### config.mk
export PLATFORM = sky130hd
export DESIGN_NAME = tpm_protection
export DESIGN_NICKNAME = d
export VERILOG_FILES = /design/src/rtl/tpm_pkg.sv /design/src/rtl/tpm_protection.sv
export SDC_FILE = /design/constraint.sdc
export NUM_CORES = 1
export LEC_CHECK = 0
export CAP_MARGIN = 20
export CORE_MARGIN = 4
export CORE_UTILIZATION = 50
export CTS_CLUSTER_DIAMETER = 30
export DETAILED_ROUTE_END_ITERATION = 6
export DONT_BUFFER_PORTS = 1
export SYNTH_ARGS = -nofsm -noshare
export SYNTH_HDL_FRONTEND = slang
export SYNTH_SLANG_ARGS = --single-unit
### constraint.sdc
create_clock -name MCLK_IN -period 2.5 [get_ports MCLK_IN]
set_input_delay 0.125 -clock MCLK_IN [delete_from_list [all_inputs] [get_ports MCLK_IN]]
set_output_delay 0.125 -clock MCLK_IN [all_outputs]
set_load 0.1 [all_outputs]
### src/rtl/tpm_pkg.sv
// Package for the transceiver protection and mode logic
package tpm_pkg;

   localparam int unsigned CLK_MHZ          = 125;
   localparam int unsigned RECOVERY_TIME_US = 200;
   localparam int unsigned RECOVERY_CYCLES  = RECOVERY_TIME_US * CLK_MHZ;
   localparam int unsigned FILTER_TIME_US   = 100;
   localparam int unsigned FILTER_CYCLES    = FILTER_TIME_US * CLK_MHZ;
   localparam int unsigned CNT_W            = 16;

   localparam logic [5:0] ADDR_IRQ_STATUS = 6'h00;
   localparam logic [5:0] ADDR_IRQ_MASK   = 6'h04;
   localparam logic [5:0] ADDR_STATE      = 6'h08;
   localparam logic [5:0] ADDR_CONTROL    = 6'h0C;

   localparam logic [3:0]  IRQ_MASK_RST = 4'h0;
   localparam logic [1:0]  CTRL_RST     = 2'h0;
   localparam int unsigned IRQ_TSD      = 0;
   localparam int unsigned IRQ_BATT     = 1;
   localparam int unsigned IRQ_CORE     = 2;
   localparam int unsigned IRQ_IO       = 3;

   typedef enum logic [2:0] {
      MODE_NORMAL    = 3'b000,
      MODE_SILENT    = 3'b001,
      MODE_STANDBY   = 3'b010,
      MODE_SLEEP     = 3'b011,
      MODE_PROTECTED = 3'b100
   } tpm_mode_e;

   typedef struct packed {
      logic txd;
      logic en;
      logic standby_select_n;
      logic inhibit_suppress;
      logic over_temp;
      logic under_release;
      logic battery_supply_low;
      logic core_supply_low;
      logic io_supply_low;
      logic bus_rx;
   } tpm_pins_s;

   typedef struct packed {
      tpm_pins_s  s1;
      tpm_pins_s  s2;
      tpm_pins_s  s3;
      tpm_pins_s  v;
      tpm_mode_e  mode;
      logic       thermal_shutdown;
      logic       core_flag;
      logic       io_flag;
      logic       recovering;
      logic       uv_sleep;
      logic [CNT_W-1:0] core_cnt;
      logic [CNT_W-1:0] io_cnt;
      logic [CNT_W-1:0] rec_cnt;
      logic       stb_prev;
      logic       inh_latched;
      logic [3:0] irq_status;
      logic [3:0] irq_mask;
      logic [1:0] ctrl;
      logic       bus_drive;
      logic       bus_txd;
      logic       bias;
      logic       rxd;
      logic       rxd_oe;
      logic       fault_indicator_n;
      logic       wake_enable;
      logic       irq;
      logic       pready;
      logic [31:0] prdata;
      logic       pslverr;
   } tpm_state_s;

endpackage : tpm_pkg

### src/rtl/tpm_protection.sv
// Protection, undervoltage and mode logic of the bus transceiver
// Summary of operation
// [RULE_01] Over-temperature turns the bus driver off; transmit data stops reaching bus.
// [RULE_02] During thermal shutdown bus stays recessive, receive output still mirrors bus.
// [RULE_03] Shutdown clears only below release level; re-trips when trip level exceeded.
// [RULE_04] Fault output held low for the whole thermal shutdown.
// [RULE_05] Any supply undervoltage puts bus pins into a no-load protected condition; core undervoltage in normal or silent mode biases the bus instead.
// [RULE_06] Battery undervoltage in any mode forces bus-off: driver and receiver disabled.
// [RULE_07] Core undervoltage keeps normal or silent mode, bus goes autonomous bias.
// [RULE_08] Core undervoltage holds receive output high with I/O supply; wake detection off.
// [RULE_09] I/O supply undervoltage moves device to standby mode.
// [RULE_10] Core or I/O undervoltage beyond filter time moves device to sleep.
// [RULE_11] After supplies return, normal operation resumes after 200 us recovery delay.
// [RULE_12] Undriven inputs read as: transmit recessive, enable low, standby low, inhibit off.
// [RULE_13] Leaving undervoltage sleep needs standby-select rising; enable picks normal or silent.
// [RULE_14] Core and I/O flags set only after low level outlasts filter time.
// [RULE_15] Filter timer restarts when the supply recovers before expiry.
`timescale 1ns/10ps
module tpm_protection
   import tpm_pkg::*;
#(
   parameter int unsigned RECOVERY_CNT = RECOVERY_CYCLES,
   parameter int unsigned FILTER_CNT   = FILTER_CYCLES
) (
   input  wire logic        MCLK_IN,             // System clock, 125 MHz
   input  wire logic        ARST_N_IN,           // Asynchronous reset, active low
   input  wire logic        TXD_IN,              // Transmit data from controller
   input  wire logic        TXD_OE_IN,           // High while controller drives transmit
   input  wire logic        EN_IN,               // Enable pin level
   input  wire logic        EN_OE_IN,            // High while enable is driven
   input  wire logic        STANDBY_SELECT_N_IN, // Standby-select pin level
   input  wire logic        STANDBY_SELECT_OE_IN,// High while standby-select is driven
   input  wire logic        INHIBIT_SUPPRESS_IN, // Inhibit-mask pin level
   input  wire logic        INHIBIT_OE_IN,       // High while inhibit-mask is driven
   input  wire logic        OVER_TEMP_IN,        // Temperature above trip level
   input  wire logic        UNDER_RELEASE_IN,    // Temperature below release level
   input  wire logic        BATTERY_LOW_IN,      // Battery supply below threshold
   input  wire logic        CORE_LOW_IN,         // Core supply below threshold
   input  wire logic        IO_LOW_IN,           // I/O supply below threshold
   input  wire logic        BUS_RX_IN,           // Received bus state, 1 recessive
   input  wire logic        PSEL_IN,             // APB select
   input  wire logic        PENABLE_IN,          // APB enable
   input  wire logic        PWRITE_IN,           // APB direction
   input  wire logic [5:0]  PADDR_IN,            // APB byte address
   input  wire logic [31:0] PWDATA_IN,           // APB write data
   output logic             PREADY_OUT,          // APB ready
   output logic [31:0]      PRDATA_OUT,          // APB read data
   output logic             PSLVERR_OUT,         // APB error, unmapped address
   output logic             BUS_DRIVE_OUT,       // Bus driver enabled
   output logic             BUS_TXD_OUT,         // Level driven to bus, 1 recessive
   output logic             BUS_BIAS_OUT,        // Autonomous bias active
   output logic             RXD_OUT,             // Receive output level
   output logic             RXD_OE_OUT,          // Receive output driven
   output logic             FAULT_INDICATOR_N_OUT,// Fault output, active low
   output logic             WAKE_ENABLE_OUT,     // Wake-up detection active
   output logic [2:0]       MODE_OUT,            // Operating mode code
   output logic             IRQ_OUT              // Level interrupt
);

   tpm_state_s q;
   tpm_state_s d;
   tpm_pins_s  raw;

   always_comb begin
      raw = '{
         txd:                TXD_IN | ~TXD_OE_IN,                           // [RULE_12]
         en:                 EN_IN & EN_OE_IN,                              // [RULE_12]
         standby_select_n:   STANDBY_SELECT_N_IN & STANDBY_SELECT_OE_IN,    // [RULE_12]
         inhibit_suppress:   INHIBIT_SUPPRESS_IN & INHIBIT_OE_IN,           // [RULE_12]
         over_temp:          OVER_TEMP_IN,
         under_release:      UNDER_RELEASE_IN,
         battery_supply_low: BATTERY_LOW_IN,
         core_supply_low:    CORE_LOW_IN,
         io_supply_low:      IO_LOW_IN,
         bus_rx:             BUS_RX_IN
      };
   end

   function automatic logic [CNT_W-1:0] filt_next(input logic low,
                                                  input logic [CNT_W-1:0] cnt);
      if (!low) begin
         filt_next = '0;                                                    // [RULE_15]
      end else if (cnt < CNT_W'(FILTER_CNT)) begin
         filt_next = cnt + CNT_W'(1);
      end else begin
         filt_next = cnt;
      end
   endfunction

   logic       any_uv;
   logic       wr;
   logic       rd;
   logic [3:0] ev;

   always_comb begin
      d      = q;
      wr     = PSEL_IN & PENABLE_IN & PWRITE_IN;
      rd     = PSEL_IN & ~PENABLE_IN & ~PWRITE_IN;
      ev     = '0;
      // Three-stage sampling, value moves once stages two and three agree
      // Only stage two reads stage one, so a metastable first stage never reaches logic
      d.s1   = raw;
      d.s2   = q.s1;
      d.s3   = q.s2;
      for (int i = 0; i < $bits(tpm_pins_s); i++) begin
         if (q.s2[i] == q.s3[i]) begin
            d.v[i] = q.s3[i];
         end
      end

      // Thermal shutdown with hysteresis
      if (q.v.over_temp && !q.thermal_shutdown) begin
         d.thermal_shutdown = 1'b1;                                         // [RULE_01] [RULE_03]
         ev[IRQ_TSD]        = 1'b1;
      end else if (q.thermal_shutdown && q.v.under_release && !q.v.over_temp) begin
         d.thermal_shutdown = 1'b0;                                         // [RULE_03]
      end

      // Undervoltage filters
      d.core_cnt  = filt_next(q.v.core_supply_low, q.core_cnt);             // [RULE_14]
      d.io_cnt    = filt_next(q.v.io_supply_low, q.io_cnt);                 // [RULE_14]
      d.core_flag = (q.core_cnt >= CNT_W'(FILTER_CNT)) & q.v.core_supply_low; // [RULE_14]
      d.io_flag   = (q.io_cnt >= CNT_W'(FILTER_CNT)) & q.v.io_supply_low;   // [RULE_14]
      ev[IRQ_BATT] = q.v.battery_supply_low & (q.mode != MODE_PROTECTED);
      ev[IRQ_CORE] = d.core_flag & ~q.core_flag;
      ev[IRQ_IO]   = d.io_flag & ~q.io_flag;

      any_uv     = q.v.battery_supply_low | q.v.core_supply_low | q.v.io_supply_low;
      d.stb_prev = q.v.standby_select_n;

      // Mode sequencing
      if (q.v.battery_supply_low) begin
         d.mode       = MODE_PROTECTED;                                     // [RULE_06]
         d.recovering = 1'b1;
         d.rec_cnt    = '0;
         d.uv_sleep   = 1'b0;
         d.inh_latched = 1'b0;
      end else if (q.core_flag || q.io_flag) begin
         d.mode       = MODE_SLEEP;                                         // [RULE_10]
         d.uv_sleep   = 1'b1;
         d.recovering = 1'b0;
      end else if (q.v.io_supply_low && q.mode != MODE_SLEEP) begin
         d.mode       = MODE_STANDBY;                                       // [RULE_09]
         d.recovering = 1'b1;
         d.rec_cnt    = '0;
      end else if (q.mode == MODE_SLEEP) begin
         if (q.uv_sleep && !q.v.io_supply_low && q.v.standby_select_n && !q.stb_prev) begin
            d.mode     = q.v.en ? MODE_NORMAL : MODE_SILENT;                // [RULE_13]
            d.uv_sleep = 1'b0;
         end
      end else if (q.v.core_supply_low) begin
         d.recovering = 1'b1;                                               // [RULE_07]
         d.rec_cnt    = '0;
      end else if (q.recovering) begin
         if (q.rec_cnt >= CNT_W'(RECOVERY_CNT - 1)) begin
            d.recovering = 1'b0;                                            // [RULE_11]
            d.mode       = MODE_STANDBY;
         end else begin
            d.rec_cnt = q.rec_cnt + CNT_W'(1);                              // [RULE_11]
         end
      end else begin
         unique case ({q.v.standby_select_n, q.v.en})
            2'b11:   d.mode = MODE_NORMAL;
            2'b10:   d.mode = MODE_SILENT;
            default: d.mode = MODE_STANDBY;
         endcase
      end
      if (q.mode == MODE_SILENT) begin
         d.inh_latched = q.v.inhibit_suppress;
      end

      // Bus and receive path
      d.bias      = q.v.core_supply_low & ~q.v.battery_supply_low
                    & (q.mode == MODE_NORMAL || q.mode == MODE_SILENT);     // [RULE_07]
      d.bus_drive = (q.mode == MODE_NORMAL) & ~q.thermal_shutdown & ~any_uv
                    & ~q.recovering & ~d.thermal_shutdown;                  // [RULE_01] [RULE_05]
      d.bus_txd   = d.bus_drive ? q.v.txd : 1'b1;                           // [RULE_02]
      d.rxd_oe    = ~q.v.battery_supply_low & ~q.v.io_supply_low;           // [RULE_06]
      if (q.v.core_supply_low) begin
         d.rxd = 1'b1;                                                      // [RULE_08]
      end else if (q.mode == MODE_NORMAL || q.mode == MODE_SILENT) begin
         d.rxd = q.v.bus_rx;                                                // [RULE_02]
      end else begin
         d.rxd = 1'b1;
      end
      d.wake_enable = ~q.v.core_supply_low & ~q.v.battery_supply_low
                      & (q.mode == MODE_STANDBY || q.mode == MODE_SLEEP);   // [RULE_08]
      d.fault_indicator_n = ~q.thermal_shutdown;                            // [RULE_04]

      // Register bus: no wait states, reads prepared in setup
      d.pready  = PSEL_IN & ~PENABLE_IN;
      d.pslverr = 1'b0;
      if (PSEL_IN && !PENABLE_IN) begin
         d.prdata = '0;
         unique case (PADDR_IN)
            ADDR_IRQ_STATUS: d.prdata[3:0] = q.irq_status;
            ADDR_IRQ_MASK:   d.prdata[3:0] = q.irq_mask;
            ADDR_STATE:      d.prdata[7:0] = {q.inh_latched, q.io_flag, q.core_flag,
                                              q.thermal_shutdown, q.recovering, q.mode};
            ADDR_CONTROL:    d.prdata[1:0] = q.ctrl;
            default:         d.pslverr     = 1'b1;
         endcase
         if (!rd) begin
            d.prdata = '0;
         end
      end
      if (wr && q.pready) begin
         unique case (PADDR_IN)
            ADDR_IRQ_STATUS: d.irq_status = q.irq_status & ~PWDATA_IN[3:0];
            ADDR_IRQ_MASK:   d.irq_mask   = PWDATA_IN[3:0];
            ADDR_CONTROL:    d.ctrl       = PWDATA_IN[1:0];
            default:         d.ctrl       = q.ctrl;
         endcase
      end
      d.irq_status = d.irq_status | ev;
      d.irq        = |(q.irq_status & ~q.irq_mask);
      if (q.ctrl[0]) begin
         d.bus_drive = 1'b0;
         d.bus_txd   = 1'b1;
      end
   end

   always_ff @(posedge MCLK_IN or negedge ARST_N_IN) begin
      if (!ARST_N_IN) begin
         q                   <= '0;
         q.s1.txd            <= 1'b1;
         q.s1.bus_rx         <= 1'b1;
         q.s2.txd            <= 1'b1;
         q.s3.txd            <= 1'b1;
         q.v.txd             <= 1'b1;
         q.s2.bus_rx         <= 1'b1;
         q.s3.bus_rx         <= 1'b1;
         q.v.bus_rx          <= 1'b1;
         q.mode              <= MODE_STANDBY;
         q.recovering        <= 1'b1;
         q.irq_mask          <= IRQ_MASK_RST;
         q.ctrl              <= CTRL_RST;
         q.bus_txd           <= 1'b1;
         q.rxd               <= 1'b1;
         q.fault_indicator_n <= 1'b1;
      end else begin
         q <= d;
      end
   end

   assign PREADY_OUT            = q.pready;
   assign PRDATA_OUT            = q.prdata;
   assign PSLVERR_OUT           = q.pslverr;
   assign BUS_DRIVE_OUT         = q.bus_drive;
   assign BUS_TXD_OUT           = q.bus_txd;
   assign BUS_BIAS_OUT          = q.bias;
   assign RXD_OUT               = q.rxd;
   assign RXD_OE_OUT            = q.rxd_oe;
   assign FAULT_INDICATOR_N_OUT = q.fault_indicator_n;
   assign WAKE_ENABLE_OUT       = q.wake_enable;
   assign MODE_OUT              = q.mode;
   assign IRQ_OUT               = q.irq;

endmodule // tpm_protection

### Word-level counts from Yosys, hierarchy flattened

Index checks and enable logic that the tools add are counted.

| cells by class | value |
|---|---|
| reduce and logical (&&, ||, !) cells | 30 |
| $lt $le $gt $ge | 5 |
| equality and inequality tests | 30 |
| multiplexer cells | 50 |
| bitwise logic cells | 41 |
| add/sub/neg operators | 3 |

Operators by type and width:

| kind | count |
|---|---|
| $mux 16 | 11 |
| $add 16x1->16 const B | 3 |
| $ge 16x14->1 const B | 2 |
| $lt 16x14->1 const B | 2 |
| $mux 3 | 8 |
| $and 1x1->1 | 21 |
| $mux 1 | 19 |
| $ge 16x15->1 const B | 1 |
| $eq 6x4->1 const B | 2 |
| $mux 4 | 3 |
| $not 1->1 | 12 |
| $eq 1x1->1 | 10 |
| $mux 10 | 1 |
| $logic_and 1x1->1 | 9 |
| $ne 3x3->1 const B | 3 |
| $and 4x4->4 | 2 |
| $mux 2 | 4 |
| $mux 8 | 1 |
| $ne 4x4->1 const B | 2 |
| $not 4->4 | 2 |
| $pmux 2 s4 | 1 |
| $reduce_or 4->1 | 2 |
| $eq 3x2->1 const B | 2 |
| $eq 6x3->1 const B | 1 |
| 22 further kinds | 35 |

| storage, ports and cells | value |
|---|---|
| register bits | 126 |
| word-level logic and storage cells | 224 |
| bits of input ports | 57 |
| output and inout bits | 45 |

### Longest topological paths before layout

| depth | value |
|---|---|
| depth after elaboration | 9 |
| mapped depth | 6 |
| mapped depth without buffers | 6 |

### Least setup slack after synthesis

Ideal clock, no wire load.

| timing | value |
|---|---|
| path kind | reg2reg |
| start | register q (netlist bit PREADY_OUT) |
| end | register q[44] (netlist name) |
| period minus slack after synthesis | 2009 ps |
| cell stages (with the launch flop) | 6 |
| required time | 2375 ps |
| arrival time | 1884 ps |
| buffers on the path | 0 |
| path slack | 491 ps |
| path through | dfrtp_1 > nand4_1 > nor2_1 > nand2_1 > nor2_1 > mux2_2 |

| between the ends | value |
|---|---|
| cells in the longest elaborated chain, start to end | 2 |

Ends and longest elaborated chain:

| element | RTL line | source |
|---|---|---|
| start: declaration | tpm_protection.sv:60 | `tpm_state_s q;` |
| $logic_and 1x1->1 | tpm_protection.sv:207 | `if (wr && q.pready) begin` |
| $reduce_and 2->1 (no source line) | - |  |

No other way between the ends.
A chain may end at the register's enable or synchronous reset.

### Final worst setup path

| timing | value |
|---|---|
| start | register q[54] (netlist name) |
| end | register q[66] (netlist name) |

| between the ends | value |
|---|---|
| cells in the longest elaborated chain, start to end | 8 |
| elaborated cells on any way between the ends | 11 |
| those cells by class | 1 x add/sub; 1 x order compare; 1 x eq/ne; 7 x mux; 1 x reduce/logical |

Ends and longest elaborated chain:

| element | RTL line | source |
|---|---|---|
| $add 16x1->16 | tpm_protection.sv:159 | `d.rec_cnt = q.rec_cnt + CNT_W'(1);` |
| $mux 16 | tpm_protection.sv:155 | `if (q.rec_cnt >= CNT_W'(RECOVERY_CNT - 1)) begin` |
| $mux 16 | tpm_protection.sv:154 | `end else if (q.recovering) begin` |
| $mux 16 | tpm_protection.sv:151 | `end else if (q.v.core_supply_low) begin` |
| $mux 16 | tpm_protection.sv:146 | `end else if (q.mode == MODE_SLEEP) begin` |
| $mux 16 | tpm_protection.sv:142 | `end else if (q.v.io_supply_low && q.mode != MODE_SLEEP) begin` |
| $mux 16 | tpm_protection.sv:138 | `end else if (q.core_flag \|\| q.io_flag) begin` |
| $mux 16 | tpm_protection.sv:132 | `if (q.v.battery_supply_low) begin` |

Parallel ways exist; a longest one is shown, timed or not. The select of a mux whose other input is x is not followed.

==> results.cfg <==
[sta]
drv_slew = 0
min_period_over_period_pct = 88.9
fin_tns_setup_ns = 0
setup_viol_count_final = 0
fin_skew_ns = 0.0101
finalCriticalPeriod_ns = 2.22
hold_viol = 126
rsz0062_at_grt = no
fmax_mhz = 450
hold_ws_ns = -0.595
fin_ws_ns = 0.278
worst_pin_slew_ns = 0.877
max-slew-margin-rel_pct = 41.6

[cts]
cts_root_buf = clkbuf_16
cts_setup_buffers = 0
cts_tree = built
cts_buffers = 17
clock_path_buffers = 2
path_clk_slew_ns = 0.06
cts.sinks = 126
clkLatencyLatePin_ns = 0.42
h-tree-depth = 4
cts_resized = 0
holdBufCountCts = 23

[layout]
drive_gt1_share_pct = 15.3
fin_nets = 604
utilization_pct = 60.0
stdcell_count = 695
n_antenna_cell = 0
syn_to_final_growth_pct = 16.2

[power_and_ir_drop]
powerDensity_nw_per_um2 = 788
ir_worst_vdd_v = 0.000601
comb_power_share_pct = 8.8
internal-power_mw = 3.83
seqPwrFrac_pct = 43.4
power.net_switching_mw = 1.37
swShare_pct = 26.3
p_leak_nw = 2.89
clkPwrFrac_pct = 47.8

[setup_path]
crit_arrival_ns = 2.56
cpLargestDelayFamily = compound AO/OA/AOI/OAI gates
path_buf_inv = 0
crit_type = register to register
crit_chain = ha_1, a2111oi_4, o311ai_4, a211oi_1, nand2b_1, a31oi_1
cp_slowest_stage_delay_ns = 0.60
cp_max_fo = 9
rr_startpoint = q[54]
worstSetupStartpoint = q[54]
crit_path_start_kind = register
critPathRequiredTime_ns = 2.84
worst_setup_path_end_kind = register
critPathSlowestCell = a211oi_1

[global_routing]
grt_max_degree = 127
grt.total_usage_pct = 18.0
overflow = 0
grt_pass1_vias = 3678
grt_use_met2_pct = 26.5
met1_usage_pct = 25.1
grt_pass1_wl_um = 18500
grt_busiest_layer = met2
met3_usage_pct = 5.07
antenna_found_initial = 0

[yosys]
synth_commonest_cells = dfrtp_1 (113), buf_4 (35), nand2_1 (33)
ys_ff_latch = 126
ys_types = 57
seq_area_frac_synth_pct = 55.8
yosysWarnings = 0
avgSynthCellArea_um2 = 11.2
yosys.area.top_type_share_pct = 49.8
synth_edf_count = 0
synth_top_cell_by_area = dfrtp_1
yosysMostFrequentCell = dfrtp_1
yosys_most_used_dff = dfrtp_1
synth_async_sr_flop_share_pct = 100
syn_inst = 508
synth_area_um2 = 5680
synthTopCellsByArea = dfrtp_1 (50%), dfstp_2 (6.0%), buf_4 (4.6%)

[outcome]
violations = negative hold slack
outcome = finished, violations left

[route]
via_count = 3801
antenna_left = 0
dr.pass1.iters = 4
drtIter0Drc = 310
drt-vias-per-instance = 5.47
wl_per_cell_um = 15.9
routed_wirelength_um = 11100
drc = 0

[placement]
gp_congestion = 0.851
place_ws_ns = 0.301
dp_hpwl_um = 7070
port-buffer-count = 0
place_inst = 640

[die]
initial_core_util_pct = 51.7
core_area_um2 = 11000
chipHeight_um = 115
die_w_um = 115
die_area_um2 = 13100
num_rows = 38
num_io_pins = 102

[job]
maxCapViolCount = 0

[hold_path]
min_path_type = input pin to asynchronous set/reset pin
[cells by family after synthesis]
kind of cell | Yosys count | synth area share, %
buf+inv | 71 | 7.16
other cells | 1 | 0.0661
xor+xnor | 6 | 0.926
fa+ha+maj | 15 | 2.87
mux | 18 | 3.79
compound gates | 108 | 13.1
flops | 126 | 55.8
simple gates | 163 | 16.2
[worst register-to-register path, delay by kind of cell, from the launching register on]
kind / cells / cell delay (ns)
adders and majority gates: 1 / 0.29
AOI/OAI and AO/OA: 4 / 1.33
DFF: 1 / 0.40
and+or+nand+nor: 1 / 0.13
[registers in the layout, indices dropped and copies added, names as in the netlist, 3 cells and up]
register and count:
q 84, MODE_OUT 3, d 21, PRDATA_OUT 8
[worst paths after layout]
path | to | slack (ns) | depth (start not counted)
setup / recovery | q[66] | 0.28 | 6
hold / removal | PREADY_OUT | -0.60 | 0
setup reg to reg | q[66] | 0.28 | 6
hold reg to reg | d[127] | 0.34 | 0
max in group asynchronous | q[120] | 2.83 | 0
min in group MCLK_IN | PSLVERR_OUT | 0.03 | 2
[metrics by stage]
stage               hold slack, ns  instance area, um^2  power (mW)
global route                -0.617                 6590        5.38
CTS                         -0.622                 6590        5.25
global placement            -0.167                 5760        2.70
floorplan                   -0.171                 5760        2.68
finish                      -0.595                 6590        5.20
detailed placement          -0.167                 5760        2.71
[routing by layer]
metal	part of all wire, %	up-vias	wire length (um)
li1	-	1842	-
met1	48	1865	5290
met2	46	80	5100
met3	4.7	14	520
met4	1.5	0	168
met5	0	-	0
[power by group through the flow]
stage                     clock network (mW)  registers (mW)  logic [mW]
after global routing                    2.63            2.27       0.490
after CTS                               2.54            2.25       0.456
final                                   2.49            2.25       0.457
after global placement                     0            2.28       0.420
after floorplan                            0            2.27       0.406
after detailed placement                   0            2.29       0.426
[placed cells by master, fill, tap and decap left out, types with 6 or more instances in the layout]
cell           Yosys  layout
conb_1             1      24
buf_4             35      20
o31ai_1            6       6
nand4_1           10      10
o21a_1             6       6
nand2b_1           9       9
or4_1              6       6
a22o_1            12      12
nor3_1             6       6
and3_1             6       6
dlygate4sd3_1      0      23
a211oi_1           6       6
a31oi_1            7       7
or3_1             18      18
a21oi_1           29      29
maj3_1            10      10
nand3_1           15      15
o21ai_0           25      25
xnor2_1            6       6
mux2_2             8       8
dfstp_2           13      13
and2_1            11      11
inv_1             20      20
nor2_1            21      21
clkbuf_16          0      17
mux2i_1            8       8
dfrtp_1          113     113
nand2_1           33      33
[layout make-up]
class                           instances  area, um^2
Clock buffer                           18         439
Sequential cell                       126        3170
Inverter                               20        75.1
Clock inverter                         14         169
Timing Repair Buffer                   43         380
Tap cell                              140         175
Multi-Input combinational cell        334        2190
Fill cell                             887        4390
Note: power is estimated with default switching activity, not from simulation.
